--- config.mk ---
export PLATFORM = sky130hd
export DESIGN_NAME = interrupt_mode_control_lanes
export DESIGN_NICKNAME = d
export VERILOG_FILES = /design/src/rtl/imc_pkg.sv /design/src/rtl/imc_lane.sv /design/src/rtl/interrupt_mode_control_lanes.sv
export VERILOG_INCLUDE_DIRS = /design/src /design/src/rtl
export SDC_FILE = /design/constraint.sdc
export NUM_CORES = 1
export LEC_CHECK = 0
export ABC_AREA = 0
export CORE_ASPECT_RATIO = 0.6
export CORE_MARGIN = 2
export CORE_UTILIZATION = 40
export DETAILED_ROUTE_END_ITERATION = 10
export DONT_BUFFER_PORTS = 1
export PLACE_DENSITY = 0.57
export SYNTH_ARGS = -nofsm -noshare
export SYNTH_HDL_FRONTEND = slang
export SYNTH_SLANG_ARGS = --single-unit
--- constraint.sdc ---
create_clock -name clock -period 2.54 [get_ports clock]
set_input_delay 0.508 -clock clock [delete_from_list [all_inputs] [get_ports clock]]
set_output_delay 0.508 -clock clock [all_outputs]
set_load 0.02 [all_outputs]
--- src/rtl/imc_consts.svh ---
`ifndef IMC_CONSTS_SVH
`define IMC_CONSTS_SVH
// register offsets (byte addresses)
`define INT_MODE_CTL7_OFFSET 32'hFFFFE01C
`define IMC_STATUS_OFFSET 32'hFFFFE100
`define IMC_MASK_OFFSET 32'hFFFFE104
`define IMC_EDGE_STATUS_OFFSET 32'hFFFFE108
// lane layout
`define LANE_COUNT 3
`define LANE_WIDTH 8
`define LANE_FIELD_LSB 0
`define LANE_FIELD_MSB 2
`define LANE_DMA_BIT 4
`define LANE_ACT_LSB 5
`define LANE_ACT_MSB 6
// masks and reset values
`define LANE_WRITE_MASK 8'h77
`define INT_MODE_CTL7_RESET 32'h00000000
`define ACT_RISING_EDGE 2'h3
`define LEVEL_DISABLED 3'h0
`define IRQ_STATUS_RESET 3'h0
`define IRQ_MASK_RESET 3'h0
`endif

--- src/rtl/imc_pkg.sv ---
package imc_pkg;
  // one lane of the mode control register
  typedef struct packed {
    logic spare_hi;
    logic [1:0] active_state;
    logic dma_trigger_sel;
    logic spare_lo;
    logic [2:0] level_or_channel;
  } lane_cfg_t;

  // register port request
  typedef struct packed {
    logic [31:0] addr;
    logic [31:0] wdata;
    logic wr;
    logic rd;
  } reg_req_t;

  // routed request toward resolver and dma controller
  typedef struct packed {
    logic irq_valid;
    logic [2:0] irq_level;
    logic dma_valid;
    logic [2:0] dma_channel;
  } lane_route_t;
endpackage : imc_pkg

--- src/rtl/imc_lane.sv ---
`include "imc_consts.svh"
// per-lane edge detection and routing to priority resolver or dma
module imc_lane
  import imc_pkg::*;
(
  input wire logic clock, // system clock
  input wire logic rst, // synchronous reset
  input imc_pkg::lane_cfg_t cfg, // lane configuration
  input wire logic src_level, // synchronised source level
  output imc_pkg::lane_route_t route, // routed one-cycle request
  output logic edge_seen // rising edge pulse
);
  logic prev_q;
  logic prev_d;
  logic rise;
  // remember previous level
  always_comb
  begin
    prev_d = src_level;
  end
  always_ff @(posedge clock)
  begin
    if (rst)
      prev_q <= 1'b0;
    else
      prev_q <= prev_d;
  end
  // rising edge only when active state is 11
  assign rise = src_level & ~prev_q & (cfg.active_state == `ACT_RISING_EDGE);
  assign edge_seen = rise;
  // dma bit chooses role; field is level or channel
  always_comb
  begin
    route = '0;
    if (cfg.dma_trigger_sel)
    begin
      route.dma_valid = rise;
      route.dma_channel = cfg.level_or_channel;
    end
    else
    begin
      route.irq_valid = rise & (cfg.level_or_channel != `LEVEL_DISABLED);
      route.irq_level = cfg.level_or_channel;
    end
  end
endmodule : imc_lane

--- src/rtl/interrupt_mode_control_lanes.sv ---
// Notes on behaviour
// - each lane's active-state field must be 11; sources then act on rising edge
// - dma-trigger bit 1 makes source 28, 29 or 30 a dma cause, 0 not
// - dma bit 0: field is priority level, 000 disables, 001-111 levels 1-7; here 000 blocks only edge_irq_valid, the edge still sets status and irq
// - dma bit 1: field picks dma channel 0 to 7
// - bits 7:0 source 28, 15:8 source 29, 23:16 source 30
//
// Added by the designer: the address-and-strobe port.
`include "imc_consts.svh"
module interrupt_mode_control_lanes
  import imc_pkg::*;
(
  input wire logic clock, // 125 MHz system clock
  input wire logic rst, // synchronous reset, active high
  input wire logic [31:0] addr, // register byte address
  input wire logic [31:0] wdata, // write data
  input wire logic wr, // write strobe
  input wire logic rd, // read strobe
  input wire logic capture0_irq, // source 28 raw request
  input wire logic compare0_irq, // source 29 raw request
  input wire logic compare_match1_irq, // source 30 raw request
  output logic [31:0] rdata, // read data, cycle after rd
  output logic [8:0] irq_req, // lane n priority level at [3n+2:3n]
  output logic [11:0] dma_req, // per lane {valid,channel[2:0]} x3
  output logic [2:0] edge_irq_valid, // per lane priority request pulse
  output logic irq // summary interrupt level
);
  import imc_pkg::*;

  logic [31:0] mode_ctl7_q;
  logic [31:0] mode_ctl7_d;
  logic [2:0] status_q;
  logic [2:0] status_d;
  logic [2:0] mask_q;
  logic [2:0] mask_d;
  logic [31:0] rdata_q;
  logic [31:0] rdata_d;
  logic [2:0] sync1_q;
  logic [2:0] sync2_q;
  logic [2:0] sync3_q;
  logic [2:0] stable_q;
  logic [2:0] stable_d;
  logic [2:0] raw_src;
  logic [2:0] edge_seen;
  logic [8:0] irq_req_d;
  logic [8:0] irq_req_q;
  logic [11:0] dma_req_d;
  logic [11:0] dma_req_q;
  logic [2:0] ivalid_d;
  logic [2:0] ivalid_q;
  logic irq_q;
  logic irq_d;
  lane_route_t route [`LANE_COUNT];

  assign raw_src = {compare_match1_irq, compare0_irq, capture0_irq};

  // three-flop synchroniser; change accepted when stages two and three agree
  always_comb
  begin
    stable_d = stable_q;
    for (int i = 0; i < `LANE_COUNT; i++)
    begin
      if (sync2_q[i] == sync3_q[i])
        stable_d[i] = sync3_q[i];
    end
  end
  always_ff @(posedge clock)
  begin
    if (rst)
    begin
      sync1_q <= 3'h0;
      sync2_q <= 3'h0;
      sync3_q <= 3'h0;
      stable_q <= 3'h0;
    end
    else
    begin
      sync1_q <= raw_src;
      sync2_q <= sync1_q;
      sync3_q <= sync2_q;
      stable_q <= stable_d;
    end
  end

  // lanes: source 28 at bits 7:0, 29 at 15:8, 30 at 23:16
  for (genvar g = 0; g < `LANE_COUNT; g++)
  begin : g_lane
    imc_lane u_lane (
      .clock(clock),
      .rst(rst),
      .cfg(lane_cfg_t'(mode_ctl7_q[g*`LANE_WIDTH +: `LANE_WIDTH])),
      .src_level(stable_q[g]),
      .route(route[g]),
      .edge_seen(edge_seen[g])
    );
    assign irq_req_d[g*3 +: 3] = route[g].irq_level;
    assign dma_req_d[g*4 +: 4] = {route[g].dma_valid, route[g].dma_channel};
    assign ivalid_d[g] = route[g].irq_valid;

    // dma lane never raises a priority request
    a_lane_dma_role: assert property (@(posedge clock) disable iff (rst)
      mode_ctl7_q[g*`LANE_WIDTH + `LANE_DMA_BIT] |=> !ivalid_q[g]) else $error("dma lane raised priority request");
    // recognised edge in dma role becomes a dma request
    a_lane_dma_cause: assert property (@(posedge clock) disable iff (rst)
      (edge_seen[g] && mode_ctl7_q[g*`LANE_WIDTH + `LANE_DMA_BIT]) |=> dma_req_q[g*4 + 3])
      else $error("dma request lost");
    // dma request carries the lane field as channel
    a_lane_dma_map: assert property (@(posedge clock) disable iff (rst)
      dma_req_q[g*4 + 3] |-> dma_req_q[g*4 +: 3] == $past(mode_ctl7_q[g*`LANE_WIDTH +: 3]))
      else $error("dma channel differs from field");
    // priority request only with a non-zero level
    a_lane_level: assert property (@(posedge clock) disable iff (rst)
      ivalid_q[g] |-> irq_req_q[g*3 +: 3] != 3'h0) else $error("priority request at level zero");
    // edge accepted only in rising-edge mode
    a_lane_mode: assert property (@(posedge clock) disable iff (rst)
      edge_seen[g] |-> mode_ctl7_q[g*`LANE_WIDTH + `LANE_ACT_LSB +: 2] == `ACT_RISING_EDGE)
      else $error("edge taken outside rising-edge mode");
  end

  // register writes, sticky status (set wins over clear), mask
  always_comb
  begin
    mode_ctl7_d = mode_ctl7_q;
    mask_d = mask_q;
    status_d = status_q;
    if (wr && addr == `INT_MODE_CTL7_OFFSET)
      mode_ctl7_d = wdata & {8'h00, {`LANE_COUNT{`LANE_WRITE_MASK}}};
    if (wr && addr == `IMC_MASK_OFFSET)
      mask_d = wdata[2:0];
    if (wr && addr == `IMC_STATUS_OFFSET)
      status_d = status_q & ~wdata[2:0];
    status_d = status_d | edge_seen;
  end

  // read mux, unmapped reads zero
  always_comb
  begin
    rdata_d = 32'h00000000;
    if (rd)
    begin
      case (addr)
        `INT_MODE_CTL7_OFFSET: rdata_d = mode_ctl7_q;
        `IMC_STATUS_OFFSET: rdata_d = {29'h0, status_q};
        `IMC_MASK_OFFSET: rdata_d = {29'h0, mask_q};
        `IMC_EDGE_STATUS_OFFSET: rdata_d = {29'h0, stable_q};
        default: rdata_d = 32'h00000000;
      endcase
    end
  end

  // summary interrupt
  always_comb
  begin
    irq_d = |(status_d & mask_d);
  end

  // configuration, status and mask registers
  always_ff @(posedge clock)
  begin
    if (rst)
    begin
      mode_ctl7_q <= `INT_MODE_CTL7_RESET;
      status_q <= `IRQ_STATUS_RESET;
      mask_q <= `IRQ_MASK_RESET;
    end
    else
    begin
      mode_ctl7_q <= mode_ctl7_d;
      status_q <= status_d;
      mask_q <= mask_d;
    end
  end

  // registered outputs
  always_ff @(posedge clock)
  begin
    if (rst)
    begin
      rdata_q <= 32'h00000000;
      irq_req_q <= 9'h000;
      dma_req_q <= 12'h000;
      ivalid_q <= 3'h0;
      irq_q <= 1'b0;
    end
    else
    begin
      rdata_q <= rdata_d;
      irq_req_q <= irq_req_d;
      dma_req_q <= dma_req_d;
      ivalid_q <= ivalid_d;
      irq_q <= irq_d;
    end
  end

  assign rdata = rdata_q;
  assign irq_req = irq_req_q;
  assign dma_req = dma_req_q;
  assign edge_irq_valid = ivalid_q;
  assign irq = irq_q;

  // reserved bits never set
  a_reserved_zero: assert property (@(posedge clock) disable iff (rst)
    (mode_ctl7_q & 32'hFF888888) == 32'h00000000) else $error("reserved bits set");
  // write reaches register next cycle with mask applied
  a_write_lands: assert property (@(posedge clock) disable iff (rst)
    (wr && addr == `INT_MODE_CTL7_OFFSET) |=> mode_ctl7_q == ($past(wdata) & 32'h00777777))
    else $error("write lost");
  // dma lane never raises priority request
  a_dma_no_irq: assert property (@(posedge clock) disable iff (rst)
    (mode_ctl7_q[4] && $stable(mode_ctl7_q)) |=> !ivalid_q[0]) else $error("dma lane raised irq");
  // level zero never requests
  a_level_zero: assert property (@(posedge clock) disable iff (rst)
    (mode_ctl7_q[4] == 1'b0 && mode_ctl7_q[2:0] == 3'h0) |=> !ivalid_q[0]) else $error("disabled level fired");
  // dma channel follows field
  a_dma_channel: assert property (@(posedge clock) disable iff (rst)
    dma_req_d[3] |=> dma_req_q[2:0] == $past(mode_ctl7_q[2:0])) else $error("wrong dma channel");
  // edge needs state 11
  a_edge_mode: assert property (@(posedge clock) disable iff (rst)
    edge_seen[0] |-> mode_ctl7_q[6:5] == 2'h3 && stable_q[0]) else $error("edge without mode 11");
  // read data one cycle after strobe
  a_read_imc: assert property (@(posedge clock) disable iff (rst)
    (rd && addr == `INT_MODE_CTL7_OFFSET) |=> rdata == $past(mode_ctl7_q)) else $error("bad read");
  // reset clears register
  a_reset_zero: assert property (@(posedge clock)
    rst |=> mode_ctl7_q == 32'h00000000) else $error("reset value wrong");
  // filtered level changes only after stages two and three agree
  a_sync_agree: assert property (@(posedge clock) disable iff (rst)
    $changed(stable_q[0]) |-> $past(sync2_q[0] == sync3_q[0])) else $error("filtered level changed early");
  // recognised edge is recorded in status
  a_status_set: assert property (@(posedge clock) disable iff (rst)
    edge_seen[0] |=> status_q[0]) else $error("edge not recorded");
endmodule : interrupt_mode_control_lanes

==> metrics <==
status completed; CP Launch Type input pin; Peak Freq 428 MHz; Avg Cell Area, Syn 9.88 µm²; H-tree depth 3; area delta synth->final 13.7%; initial antenna violation count 0; final setup fails 0; unrepaired setup endpoints after global routing false; clk sink count 82; Syn Inst Count 299; fin crit share 0.920; Tmin final 2.34 ns; nets 375; Max Clock Skew 0.00551 ns; io pins 128; CTS buffer count 9; Worst setup EP type register; Worst IR Drop VDD 0.363 mV; fin util 0.466; total of max-cap violations 0; Die Width 115 µm; Synth async-reset ratio 0; WS Path Type input pin to register; TritonRoute pass-1 iters 4; post-synth design cell area 0.00296 mm²; global-route wire length before repair 9880 µm; Clock Latency Late Sink 0.34 ns; most common cell after layout, fill and taps aside dfxtp_1; global route overflow 0; Core Footprint 0.00721 mm²; CTS max path bufs 2; # Post-CTS Setup Buffers 0; GRT Resource Usage Total 0.163; DR DRC count 0; root buffer cell clkbuf_16; P_leak 1.25 nW; EDFF count, synth 0; Initial DRC Count 105; NetSw 0.531 mW; count of cell types in the netlist 37; Hold Slack 0.240 ns; clock share of power 0.510; P_int 2.19 mW; Hold Path Class input pin to register; CP arrival 2.57 ns; cts hold-fix bufs 0; hpwl dp 4500 µm; Die Footprint 0.00811 mm²; Via Count 2051; num rows 24; R2R Setup Slk 1.28 ns; DR WL/cell 15.7 µm; share of layout cells above drive strength 1 0.104; most frequent cells in the layout dfxtp_1, and2_1, nand2_1; Ys Warns 0; Post-DRT Antenna Nets 0; Final Hold Viols 0; post-CTS sizing 0; Flop pwr share 0.475; Total Routed Length 6280 µm; Die Span Y 70.6 µm; Worst EP required 2.77 ns; clock transition at the registers of the reported paths 0.06 ns; initial core utilization 0.410; vias in the first global route 1880; Post-synth top flop dfxtp_1; crit-path max FO 3; switch share 0.195; DR vias/cell 5.13; synthesis-stage register bit count 82; ant diodes 0; register area share after synthesis 0.555; largest net degree at the start of global routing 52; pwr/cell area 811 mW/mm²; Port Buffer Count 0; fin. max-slew vios 0; CTS tree done; combinational share of power 0.015; Placer Congestion 0.755
## metrics by stage
step / TNS (ns) / std cells / cell area [µm²] / power, mW / worst slack [ns]
after floorplan: -0.106 / 312 / 3020 / 1.39 / -0.106
after global placement: -0.133 / 384 / 3030 / 1.36 / -0.133
after detailed placement: -0.143 / 384 / 3030 / 1.36 / -0.143
after CTS: 0 / 400 / 3360 / 2.76 / 0.224
after global routing: 0 / 400 / 3360 / 2.84 / 0.200
final: 0 / 400 / 3360 / 2.72 / 0.203
## cell type report
cell class / instances / area, µm²
fill: 705 / 3850
sequential: 82 / 1640
multi-input combinational: 205 / 1230
clock buffer: 10 / 239
tap: 91 / 114
clock inverter: 6 / 90.1
timing repair buffer: 5 / 37.5
inverter: 1 / 3.75
## critical path, stage by stage
cell and delay [ns]:
or4b_4 0.52, or4_4 0.55, or3_4 0.36, mux2_4 0.31, a221o_1 0.31
## power by group through the flow
stage / clock, mW / sequential (mW) / combinational (mW)
4_1_cts: 1.43 / 1.29 / 0.0416
6_report: 1.39 / 1.29 / 0.0418
5_1_grt: 1.50 / 1.29 / 0.0456
2_1_floorplan: 0 / 1.32 / 0.0678
3_5_place_dp: 0 / 1.32 / 0.0416
3_3_place_gp: 0 / 1.32 / 0.0413
## layer usage
layer  share of wire  track usage  up-vias
met3           0.089       0.0746        7
met5               0            0        -
met4           0.014       0.0683        0
met2            0.41        0.209       79
met1            0.49        0.233      946
li1                -            -     1019
## cells by family after synthesis
family / count (synthesis) / synth area share
AOI/OAI and AO/OA: 35 / 0.0694
buffers and inverters: 25 / 0.0495
DFF: 82 / 0.555
muxes: 8 / 0.0292
other: 1 / 0.00127
and+or+nand+nor: 148 / 0.295
## registers in the layout, indices dropped and copies added (netlist names), 9 cells and up
| name | flops |
|---|---|
| irq_req | 9 |
| dma_req | 12 |
| rdata | 18 |
| mode_ctl7_q | 18 |
## path summary, 6_finish.rpt
path                                  to                startpoint  cells after the start
max reg2reg               irq$_SDFF_PP0_  stable_q[1]$_SDFFE_PP0N_                      3
min          mode_ctl7_q[4]$_SDFFE_PP0P_                       rst                      1
max                       irq$_SDFF_PP0_                   addr[7]                      5
min reg2reg        sync2_q[1]$_SDFF_PP0_     sync1_q[1]$_SDFF_PP0_                      1
## Yosys cell counts (3+ instances only)
cell type	count	area share
o21ai_0	3	0.0051
nand3_1	14	0.024
and4b_1	3	0.010
and2_1	33	0.070
nor2b_1	22	0.047
dfxtp_1	82	0.56
nor3_1	4	0.0068
nor2_1	12	0.015
o31ai_1	4	0.010
a21oi_1	20	0.034
nand4b_1	3	0.0089
buf_4	14	0.036
or2_2	3	0.0064
nor4b_1	3	0.0089
clkbuf_1	9	0.011
a22oi_1	3	0.0076
nor4_1	5	0.011
mux2i_1	6	0.020
or4_1	3	0.0076
nand4_1	7	0.015
nand2_1	25	0.032
a31oi_1	3	0.0064
Note: power is estimated with default switching activity, not from simulation.
